File: src/fsia_pkg.sv
// fsia_pkg: constants of the fourteen-source interrupt arbiter
// How it works
// - port flag register at C0, bit0 is port 2
// - same-level requests served in fixed polling order
// - fixed vectors for ext0, timers, ext1, serial
// - port interrupts vector from 003B, eight apart
// - receive or transmit done raise one serial request
// - timer2 overflow or external flag share one request
// - reset clears flag, enable, priority, polarity registers
// - hardware sets port flags, only software clears
// - flag still set at return requests again
// - port requests level sensitive, per-bit polarity
// - per-source enable, global enable, two priority levels
`default_nettype none
package fsia_pkg;
	localparam int SRC_NUM = 14;
	localparam int PORT_NUM = 8;
	localparam int POS_W = 4;
	// register map
	localparam logic [7:0] ADDR_PORT_FLAGS = 8'hc0;
	localparam logic [7:0] ADDR_EVT_STAT = 8'hc1;
	localparam logic [7:0] ADDR_EVT_MASK = 8'hc2;
	localparam logic [7:0] ADDR_SVC = 8'hc3;
	localparam logic [7:0] ADDR_ENABLE_A = 8'ha8;
	localparam logic [7:0] ADDR_ENABLE_B = 8'he8;
	localparam logic [7:0] ADDR_PRI_A = 8'hb8;
	localparam logic [7:0] ADDR_PRI_B = 8'hf8;
	localparam logic [7:0] ADDR_POLARITY = 8'he9;
	localparam logic [7:0] REG_RESET = 8'h00;
	// fields of enable_a and priority_level_reg_a, EN_GLOBAL of enable_a only
	localparam int EN_GLOBAL = 7;
	localparam int EN_T2 = 5;
	localparam int EN_SER = 4;
	localparam int EN_T1 = 3;
	localparam int EN_X1 = 2;
	localparam int EN_T0 = 1;
	localparam int EN_X0 = 0;
	// event status bits
	localparam int EVT_TAKEN = 0;
	localparam int EVT_PORT_SET = 1;
	localparam int EVT_RETRIGGER = 2;
	// polling positions, 0 served first
	localparam logic [3:0] POS_X0 = 4'h0;
	localparam logic [3:0] POS_SER = 4'h1;
	localparam logic [3:0] POS_T0 = 4'h3;
	localparam logic [3:0] POS_X1 = 4'h5;
	localparam logic [3:0] POS_T1 = 4'h8;
	localparam logic [3:0] POS_T2 = 4'h9;
	// ports 9 down to 2
	localparam logic [7:0][3:0] PORT_POS = {4'hd, 4'hb, 4'h7, 4'h4, 4'h2, 4'hc, 4'ha, 4'h6};
	// vector addresses
	localparam logic [15:0] VEC_X0 = 16'h0003;
	localparam logic [15:0] VEC_T0 = 16'h000b;
	localparam logic [15:0] VEC_X1 = 16'h0013;
	localparam logic [15:0] VEC_T1 = 16'h001b;
	localparam logic [15:0] VEC_SER = 16'h0023;
	localparam logic [15:0] VEC_T2 = 16'h002b;
	localparam logic [15:0] VEC_PORT_BASE = 16'h003b;
	localparam logic [15:0] VEC_PORT_STEP = 16'h0008;
	localparam logic [15:0] VEC_PORT_LAST = 16'h0073;
endpackage
`default_nettype wire

File: src/fsia_poll_sel.sv
// fsia_poll_sel: two-level fixed-order request selector
`default_nettype none
module fsia_poll_sel #(
	parameter int NUM_SRC = 14,
	parameter int IDX_W = 4
) (
	// requests in polling order, bit 0 first
	input wire logic [NUM_SRC-1:0] req,
	input wire logic [NUM_SRC-1:0] hi,
	// level gates
	input wire logic allow_hi,
	input wire logic allow_lo,
	// choice
	output logic valid,
	output logic [IDX_W-1:0] idx,
	output logic level
);
	if (NUM_SRC < 1 || NUM_SRC > (1 << IDX_W))
	begin : g_bad
		$error("fsia_poll_sel: NUM_SRC does not fit IDX_W");
	end

	function automatic logic [IDX_W-1:0] first_set(input logic [NUM_SRC-1:0] c);
		logic [IDX_W-1:0] r;
		r = '0;
		for (int i = NUM_SRC - 1; i >= 0; i--)
		begin
			if (c[i])
				r = IDX_W'(i);
		end
		return r;
	endfunction

	logic [NUM_SRC-1:0] cand_hi;
	logic [NUM_SRC-1:0] cand_lo;

	always_comb
	begin
		cand_hi = req & hi;
		cand_lo = req & ~hi;
		valid = 1'b0;
		idx = '0;
		level = 1'b0;
		// a high request that is only gated does not hold back a low one
		if (allow_hi && |cand_hi)
		begin
			valid = 1'b1;
			level = 1'b1;
			idx = first_set(cand_hi);
		end
		else if (allow_lo && |cand_lo)
		begin
			valid = 1'b1;
			idx = first_set(cand_lo);
		end
	end
endmodule
`default_nettype wire

File: src/fsia_port_flags.sv
// fsia_port_flags: level-sensitive port request flags
`default_nettype none
module fsia_port_flags #(
	parameter int WIDTH = 8
) (
	// clock and reset
	input wire logic clk_sys,
	input wire logic sys_rst,
	// pins and polarity
	input wire logic [WIDTH-1:0] port_pins,
	input wire logic [WIDTH-1:0] polarity,
	// software write
	input wire logic wr_en,
	input wire logic [WIDTH-1:0] wdata,
	// flags
	output logic [WIDTH-1:0] flags,
	output logic set_evt
);
	if (WIDTH < 1 || WIDTH > 8)
	begin : g_bad
		$error("fsia_port_flags: WIDTH must be 1 to 8");
	end

	typedef struct packed {
		logic [WIDTH-1:0] flags;
	} fsia_flag_state_t;

	fsia_flag_state_t st;
	fsia_flag_state_t nxt;
	logic [WIDTH-1:0] active;

	for (genvar i = 0; i < WIDTH; i++)
	begin : g_bit
		// polarity 1: high pin requests, 0: low pin requests
		assign active[i] = ~(port_pins[i] ^ polarity[i]);
	end

	always_comb
	begin
		nxt = st;
		if (wr_en)
			nxt.flags = wdata;
		// the pin level wins over a clearing write
		nxt.flags = nxt.flags | active;
	end

	always_ff @(posedge clk_sys or posedge sys_rst)
	begin
		if (sys_rst)
			st <= '0;
		else
			st <= nxt;
	end

	assign flags = st.flags;
	assign set_evt = |(active & ~st.flags);
endmodule
`default_nettype wire

File: src/fsia_arbiter.sv
// fsia_arbiter: fourteen-source two-level interrupt arbiter with register port
`default_nettype none
module fsia_arbiter #(
	parameter int PORT_NUM = fsia_pkg::PORT_NUM
) (
	// clock and reset
	input wire logic clk_sys,
	input wire logic sys_rst,
	// register port
	input wire logic [7:0] reg_addr,
	input wire logic [7:0] reg_wdata,
	input wire logic reg_wr,
	input wire logic reg_rd,
	output logic [7:0] reg_rdata,
	// peripheral flags
	input wire logic ext0_request_flag,
	input wire logic ext1_request_flag,
	input wire logic timer0_overflow_flag,
	input wire logic timer1_overflow_flag,
	input wire logic timer2_overflow_flag,
	input wire logic timer2_external_flag,
	input wire logic serial_receive_done,
	input wire logic serial_transmit_done,
	// port interrupt pins 2 to 9
	input wire logic [PORT_NUM-1:0] port_pins,
	// processor core
	output logic core_irq_req,
	output logic [15:0] core_irq_vec,
	output logic core_irq_level,
	input wire logic core_irq_ack,
	input wire logic core_irq_ret,
	// hardware clear of edge flags
	output logic ext0_taken,
	output logic ext1_taken,
	output logic timer0_taken,
	output logic timer1_taken,
	// event interrupt
	output logic irq_o
);
	if (PORT_NUM != 8)
	begin : g_bad
		$error("fsia_arbiter: layout needs exactly eight port interrupts");
	end

	typedef struct packed {
		logic [7:0] enable_a;
		logic [7:0] enable_b;
		logic [7:0] priority_level_reg_a;
		logic [7:0] priority_level_reg_b;
		logic [7:0] port_irq_polarity_reg;
		logic [7:0] evt_status;
		logic [7:0] evt_mask;
		logic [7:0] rdata;
		logic [1:0] in_svc;
		logic req;
		logic level;
		logic [fsia_pkg::POS_W-1:0] pos;
		logic [15:0] vec;
		logic taken;
		logic [fsia_pkg::POS_W-1:0] taken_pos;
	} fsia_core_state_t;

	fsia_core_state_t st;
	fsia_core_state_t nxt;

	logic [PORT_NUM-1:0] port_flags;
	logic flag_set_evt;
	logic flag_wr;
	logic [fsia_pkg::SRC_NUM-1:0] req_en;
	logic [fsia_pkg::SRC_NUM-1:0] pri_hi;
	logic [fsia_pkg::SRC_NUM-1:0] cand;
	logic global_irq_enable;
	logic serial_req;
	logic timer2_req;
	logic allow_hi;
	logic allow_lo;
	logic sel_valid;
	logic [fsia_pkg::POS_W-1:0] sel_idx;
	logic sel_level;
	logic ack_ok;

	function automatic logic [15:0] vec_of(input logic [fsia_pkg::POS_W-1:0] pos);
		logic [15:0] v;
		v = fsia_pkg::VEC_X0;
		case (pos)
			fsia_pkg::POS_X0: v = fsia_pkg::VEC_X0;
			fsia_pkg::POS_SER: v = fsia_pkg::VEC_SER;
			fsia_pkg::POS_T0: v = fsia_pkg::VEC_T0;
			fsia_pkg::POS_X1: v = fsia_pkg::VEC_X1;
			fsia_pkg::POS_T1: v = fsia_pkg::VEC_T1;
			fsia_pkg::POS_T2: v = fsia_pkg::VEC_T2;
			default:
			begin
				for (int n = 0; n < PORT_NUM; n++)
				begin
					if (pos == fsia_pkg::PORT_POS[n])
						v = fsia_pkg::VEC_PORT_BASE + 16'(n) * fsia_pkg::VEC_PORT_STEP;
				end
			end
		endcase
		return v;
	endfunction

	assign flag_wr = reg_wr && reg_addr == fsia_pkg::ADDR_PORT_FLAGS;

	fsia_port_flags #(
		.WIDTH(PORT_NUM)
	) u_flags (
		.clk_sys(clk_sys),
		.sys_rst(sys_rst),
		.port_pins(port_pins),
		.polarity(st.port_irq_polarity_reg),
		.wr_en(flag_wr),
		.wdata(reg_wdata),
		.flags(port_flags),
		.set_evt(flag_set_evt)
	);

	// request and priority vectors in polling order
	always_comb
	begin
		global_irq_enable = st.enable_a[fsia_pkg::EN_GLOBAL];
		serial_req = serial_receive_done | serial_transmit_done;
		timer2_req = timer2_overflow_flag | timer2_external_flag;
		req_en = '0;
		pri_hi = '0;
		req_en[fsia_pkg::POS_X0] = ext0_request_flag & st.enable_a[fsia_pkg::EN_X0];
		req_en[fsia_pkg::POS_SER] = serial_req & st.enable_a[fsia_pkg::EN_SER];
		req_en[fsia_pkg::POS_T0] = timer0_overflow_flag & st.enable_a[fsia_pkg::EN_T0];
		req_en[fsia_pkg::POS_X1] = ext1_request_flag & st.enable_a[fsia_pkg::EN_X1];
		req_en[fsia_pkg::POS_T1] = timer1_overflow_flag & st.enable_a[fsia_pkg::EN_T1];
		req_en[fsia_pkg::POS_T2] = timer2_req & st.enable_a[fsia_pkg::EN_T2];
		pri_hi[fsia_pkg::POS_X0] = st.priority_level_reg_a[fsia_pkg::EN_X0];
		pri_hi[fsia_pkg::POS_SER] = st.priority_level_reg_a[fsia_pkg::EN_SER];
		pri_hi[fsia_pkg::POS_T0] = st.priority_level_reg_a[fsia_pkg::EN_T0];
		pri_hi[fsia_pkg::POS_X1] = st.priority_level_reg_a[fsia_pkg::EN_X1];
		pri_hi[fsia_pkg::POS_T1] = st.priority_level_reg_a[fsia_pkg::EN_T1];
		pri_hi[fsia_pkg::POS_T2] = st.priority_level_reg_a[fsia_pkg::EN_T2];
		// a flag left set keeps requesting after return
		for (int n = 0; n < PORT_NUM; n++)
		begin
			req_en[fsia_pkg::PORT_POS[n]] = port_flags[n] & st.enable_b[n];
			pri_hi[fsia_pkg::PORT_POS[n]] = st.priority_level_reg_b[n];
		end
		// a high routine blocks all, a low routine blocks its own level
		allow_hi = global_irq_enable && !st.in_svc[1];
		allow_lo = global_irq_enable && st.in_svc == 2'b00;
	end

	fsia_poll_sel #(
		.NUM_SRC(fsia_pkg::SRC_NUM),
		.IDX_W(fsia_pkg::POS_W)
	) u_sel (
		.req(req_en),
		.hi(pri_hi),
		.allow_hi(allow_hi),
		.allow_lo(allow_lo),
		.valid(sel_valid),
		.idx(sel_idx),
		.level(sel_level)
	);

	assign ack_ok = core_irq_ack && st.req;

	always_comb
	begin
		nxt = st;
		nxt.taken = 1'b0;
		nxt.rdata = '0;
		if (reg_wr)
		begin
			case (reg_addr)
				fsia_pkg::ADDR_ENABLE_A: nxt.enable_a = reg_wdata;
				fsia_pkg::ADDR_ENABLE_B: nxt.enable_b = reg_wdata;
				fsia_pkg::ADDR_PRI_A: nxt.priority_level_reg_a = reg_wdata;
				fsia_pkg::ADDR_PRI_B: nxt.priority_level_reg_b = reg_wdata;
				fsia_pkg::ADDR_POLARITY: nxt.port_irq_polarity_reg = reg_wdata;
				fsia_pkg::ADDR_EVT_STAT: nxt.evt_status = st.evt_status & ~reg_wdata;
				fsia_pkg::ADDR_EVT_MASK: nxt.evt_mask = reg_wdata;
				default: nxt.evt_mask = st.evt_mask;
			endcase
		end
		if (reg_rd)
		begin
			case (reg_addr)
				fsia_pkg::ADDR_PORT_FLAGS: nxt.rdata = port_flags;
				fsia_pkg::ADDR_ENABLE_A: nxt.rdata = st.enable_a;
				fsia_pkg::ADDR_ENABLE_B: nxt.rdata = st.enable_b;
				fsia_pkg::ADDR_PRI_A: nxt.rdata = st.priority_level_reg_a;
				fsia_pkg::ADDR_PRI_B: nxt.rdata = st.priority_level_reg_b;
				fsia_pkg::ADDR_POLARITY: nxt.rdata = st.port_irq_polarity_reg;
				fsia_pkg::ADDR_EVT_STAT: nxt.rdata = st.evt_status;
				fsia_pkg::ADDR_EVT_MASK: nxt.rdata = st.evt_mask;
				fsia_pkg::ADDR_SVC: nxt.rdata = {6'h00, st.in_svc};
				default: nxt.rdata = '0;
			endcase
		end
		// return ends the newest routine, a higher one if two are nested
		if (core_irq_ret)
		begin
			if (st.in_svc[1])
				nxt.in_svc[1] = 1'b0;
			else
				nxt.in_svc[0] = 1'b0;
			if (global_irq_enable && |(port_flags & st.enable_b))
				nxt.evt_status[fsia_pkg::EVT_RETRIGGER] = 1'b1;
		end
		if (ack_ok)
		begin
			nxt.in_svc[st.level] = 1'b1;
			nxt.taken = 1'b1;
			nxt.taken_pos = st.pos;
			nxt.evt_status[fsia_pkg::EVT_TAKEN] = 1'b1;
		end
		if (flag_set_evt)
			nxt.evt_status[fsia_pkg::EVT_PORT_SET] = 1'b1;
		// dropped for the cycle after an ack so the same choice is not offered twice
		nxt.req = sel_valid && !ack_ok;
		nxt.level = sel_level;
		nxt.pos = sel_idx;
		nxt.vec = vec_of(sel_idx);
	end

	always_ff @(posedge clk_sys or posedge sys_rst)
	begin
		if (sys_rst)
			st <= '0;
		else
			st <= nxt;
	end

	assign reg_rdata = st.rdata;
	assign core_irq_req = st.req;
	assign core_irq_vec = st.vec;
	assign core_irq_level = st.level;
	assign ext0_taken = st.taken && st.taken_pos == fsia_pkg::POS_X0;
	assign ext1_taken = st.taken && st.taken_pos == fsia_pkg::POS_X1;
	assign timer0_taken = st.taken && st.taken_pos == fsia_pkg::POS_T0;
	assign timer1_taken = st.taken && st.taken_pos == fsia_pkg::POS_T1;
	assign irq_o = |(st.evt_status & st.evt_mask);

	// candidates of the chosen level, only read by the checks below
	assign cand = sel_level ? (req_en & pri_hi) : (req_en & ~pri_hi);
endmodule
`default_nettype wire

File: config.mk
export PLATFORM = sky130hd
export DESIGN_NAME = fsia_arbiter
export DESIGN_NICKNAME = d
export VERILOG_FILES = /design/src/fsia_pkg.sv /design/src/fsia_poll_sel.sv /design/src/fsia_port_flags.sv /design/src/fsia_arbiter.sv
export SDC_FILE = /design/constraint.sdc
export NUM_CORES = 1
export LEC_CHECK = 0
export BUFFER_PORTS_ARGS = -buffer_cell sky130_fd_sc_hd__buf_2
export CORE_MARGIN = 3
export CORE_UTILIZATION = 58
export DETAILED_ROUTE_END_ITERATION = 7
export HOLD_SLACK_MARGIN = 0.08
export PLACE_DENSITY = 0.88
export SYNTH_ARGS = -nofsm -noshare
export SYNTH_HDL_FRONTEND = slang
export SYNTH_SLANG_ARGS = --single-unit
File: constraint.sdc
create_clock -name clk_sys -period 3.25 [get_ports clk_sys]
set_input_delay 0.1625 -clock clk_sys [delete_from_list [all_inputs] [get_ports clk_sys]]
set_output_delay 0.1625 -clock clk_sys [all_outputs]
set_load 0.005 [all_outputs]
# == Yosys cells after proc, flatten, opt, wreduce, memory -nomap -nowiden ==
# Index checks and enable logic that the tools add are counted.
# word_totals
output_inout_bits,31
register_bits,101
# op_classes
bitwise,43
order_cmp,2
n_eq_ne,25
n_mux,58
n_reduce_logical,36
# op_table
operator,count
$mux 4,30
$mux 16,7
$pmux 16 s6,1
$eq 8x8->1 const B,9
$pmux 8 s9,1
$and 8x8->8,4
$and 14x14->14,2
$eq 4x4->1 const B,7
$reduce_or 14->1,2
$mux 8,3
$reduce_or 8->1,3
$eq 4x3->1 const B,5
$reduce_and 2->1,9
$not 8->8,2
$and 1x1->1,14
$not 14->14,1
$logic_and 1x1->1,13
$eq 4x2->1 const B,3
$mux 11,1
$mux 1,9
$logic_not 4->1,2
$not 1->1,8
$or 8x8->8,1
$reduce_bool 2->1,4
other kinds (13),23

# == Depth between registers and ports, before layout ==
# logic_depth
word_depth,29
mapped_depth,9
mapped_depth_nobuf,8

# == Hierarchy ==
# From an unflattened synthesis, not the netlist that was laid out.
# hier_totals
hier_cells,458
hier_area_um2,5051.1
# modules_own_cells
mod,area_each_um2,cells_each,n_inst,seq_area_each_um2
fsia_arbiter,4042.6,334,1,2052.0
fsia_poll_sel,586.8,85,1,0.0
fsia_port_flags,421.7,39,1,200.2

# == Least setup slack after synthesis ==
# Ideal clock, no wire load.
# synth_path
path_kind,reg2reg
startpoint,reg u_flags.st (netlist bit u_flags.flags[0])
endpoint,reg st (netlist bit core_irq_vec[6])
required_time_ns,3.129
setup_time_ns,0.121
setup_slack_ns,1.106
n_path_buf,0
t_arrival_ns,2.023
stages_incl_launch_ff,9
path_cell_list,dfrtp_1 > nand3_2 > nand4_1 > or3_4 > a2111oi_4 > a22oi_2 > or3_1 > nand3_1 > o21ai_1
# synth_rtl
element,line,rtl
"start, declared",fsia_port_flags.sv:28,fsia_flag_state_t st;
"start signal, assigned",fsia_port_flags.sv:52,st <= nxt;
"end signal, assigned",fsia_arbiter.sv:229,st <= nxt;
"end, declared",fsia_arbiter.sv:63,fsia_core_state_t st;

==> impl_metrics.tcl <==
set metrics [dict create \
    worst_slack_ns 0.797 \
    pin_count 69 \
    slew_headroom_pct 40.8 \
    gp_congestion 0.922 \
    synth.distinct_cells 63 \
    io_buffers 58 \
    routed-via-count 4039 \
    p_leak_nw 2.65 \
    wl_per_cell_um 20.3 \
    end_kind "flop" \
    endpoint "core_irq_vec[6]" \
    stdcell_count 624 \
    ys_seq_area_share_pct 45.6 \
    initial_utilization_pct 59.8 \
    syn2layout_area_growth_pct 11.3 \
    cts_max_level 3 \
    rows 33 \
    r2r_start "u_flags.flags[4]" \
    place_hpwl_um 9140 \
    worst_pin_slew_ns 0.886 \
    period_needed_ns 2.45 \
    drt_wl_total_um 12700 \
    r2r_cells 8 \
    clock-root-buffer "clkbuf_8" \
    dp.cells 600 \
    ant_nets 0 \
    pre_cts_slack_ns 0.860 \
    synth_top_cell_area_share_pct 45.6 \
    yosysWarnings 0 \
    syn_avg_cell_area_um2 10.7 \
    grtUsageTotal_pct 26.7 \
    cts-buffers-inserted 9 \
    cts.sinks 90 \
    fin_nets 552 \
    core_um2 8260 \
    cts_tree "yes" \
    synth_area_leaders "dfrtp_1 46%, mux2_2 13%, nand2_1 4.3%" \
    skew_ns 0.0122 \
    critPathKind "flop to flop" \
    ys_async_sr_fraction_pct 100 \
    antenna_found_initial 0 \
    regToRegEndpoint "core_irq_vec[6]" \
    r2r_setup_slack_ns 0.80 \
    drt-vias-per-instance 6.47 \
    hp-class "input port to flop" \
    grt_pass1_wl_um 20300 \
    ys_seq_elements 90 \
    grt_pass1_vias 3923 \
    synthesis.area_um2 4930 \
    die_w_um 98.2 \
    max_freq_mhz 408 \
    finalSetupViolCount 0 \
    die_area_um2 9650 \
    ir_drop_mv 0.192 \
    power_density_nw_per_um2 419 \
    rsz0062_at_grt "false" \
    synth_common_cells "90 x dfrtp_1, 57 x nand2_1, 55 x mux2_2" \
    drt_iter0_markers 436 \
    setup_tns_ns 0 \
    cts_buffer_depth 2 \
    synth_edf_count 0 \
    fin_crit_sh_pct 75.5 \
    hold_viol_final 0 \
    grt_max_degree 52 \
    drtPass1Iterations 5 \
    synthFlopType "dfrtp_1" \
    n_antenna_cell 0 \
    slew_viol_final 0 \
    startpoint "u_flags.flags[4]" \
    startpoint_type "flop" \
    clk_pin_slew_worst_paths_ns 0.10 \
    maxCapViolations 0 \
    post-synth-top-count-cell "dfrtp_1" \
    die_height_um 98.2 \
    clock_latency_ns 0.38 \
    cts_resized 0 \
    cp.arrival_ns 2.70 \
    status "complete, no violations" \
    crit_required_ns 3.50 \
    yosysTopAreaCell "dfrtp_1" \
    drive_gt1_share_pct 30.6 \
    netlist_instances 460 \
    drc 0 \
    path_max_fanout 6 \
    overflow 0 \
]
## metal layers
layer  GRT usage (%)  wire [µm]  vias up  part of all wire, %
li1                -          -     1766                    -
met1            36.0       5120     1973                   40
met2            42.4       6050      259                   48
met3            5.71       1080       41                  8.5
met4            11.0        401        0                  3.2
met5               0          0        -                    0
## how the worst min path moves through the flow
stage	from	end	slack, ns	depth (start not counted)
after floorplan	reg_wdata[4]	st[49]	0.26	1
after global placement	sys_rst	pri_hi[3]	0.36	2
after detailed placement	sys_rst	st[88]	0.37	2
after CTS	reg_wdata[6]	st[51]	0.08	2
after global routing	reg_wdata[4]	st[49]	0.1	2
final	reg_wdata[7]	st[52]	0.09	2
## per-stage QoR
step	hold slack [ns]	area [µm²]	total power [mW]	utilization, %
4_1_cts	0.0812	5490	2.30	66.5
5_1_grt	0.0967	5490	2.38	66.5
2_1_floorplan	0.264	4970	1.40	-
3_5_place_dp	0.370	5200	1.49	63.0
3_3_place_gp	0.355	5200	1.48	63.0
6_report	0.0928	5490	2.30	66.5
## where the power goes
group,internal [mW],switching [mW],total (mW)
clock,0.383,0.430,0.813
combinational,0.123,0.158,0.281
sequential,1.16,0.0461,1.20
## cell usage in the layout, fill, tap and decap left out, types with 11 or more instances in the layout
cell,instances
conb_1,11
o21ai_0,14
nand3_1,25
buf_2,58
nand2_1,57
nor2_1,15
a21oi_1,14
a22oi_1,15
mux2_2,55
dfrtp_1,90
## area by class of cell
class / count / area (µm²)
fill: 629 / 2770
multi-input combinational: 336 / 2460
sequential: 90 / 2250
timing repair buffer: 70 / 413
clock buffer: 10 / 138
tap: 105 / 131
clock inverter: 6 / 71.3
inverter: 7 / 27.5
## cell families (layout without fill, tap and decap cells)
family	after synthesis	after routing	share of synthesized area [%]
compound gates	91	91	13.5
xor+xnor	8	8	1.42
buf+inv	43	93	5.25
flops	90	90	45.6
mux	68	68	17.0
other cells	2	11	0.152
simple gates	158	158	17.1
## worst max-delay path, cell delays in order (launching register included)
cell       delay (ns)
dfrtp_1          0.48
nand3_1          0.18
nand4_1          0.18
or3_4            0.44
a2111oi_4        0.34
a22oi_2          0.15
or3_1            0.40
nand3_1          0.08
o21ai_1          0.06
## flip-flops by register name (all words and copies together) (netlist names)
signal	flops
global_irq_enable	1
reg_rdata	8
core_irq_level	1
pri_hi	14
core_irq_vec	5
u_flags.flags	8
core_irq_req	1
st	52
## what timing repair did
item,CTS,global route
hold endpoints to repair,57,0
buffers inserted,0,0
hold buffers,8,0
Power figures use the tool's default switching activity.
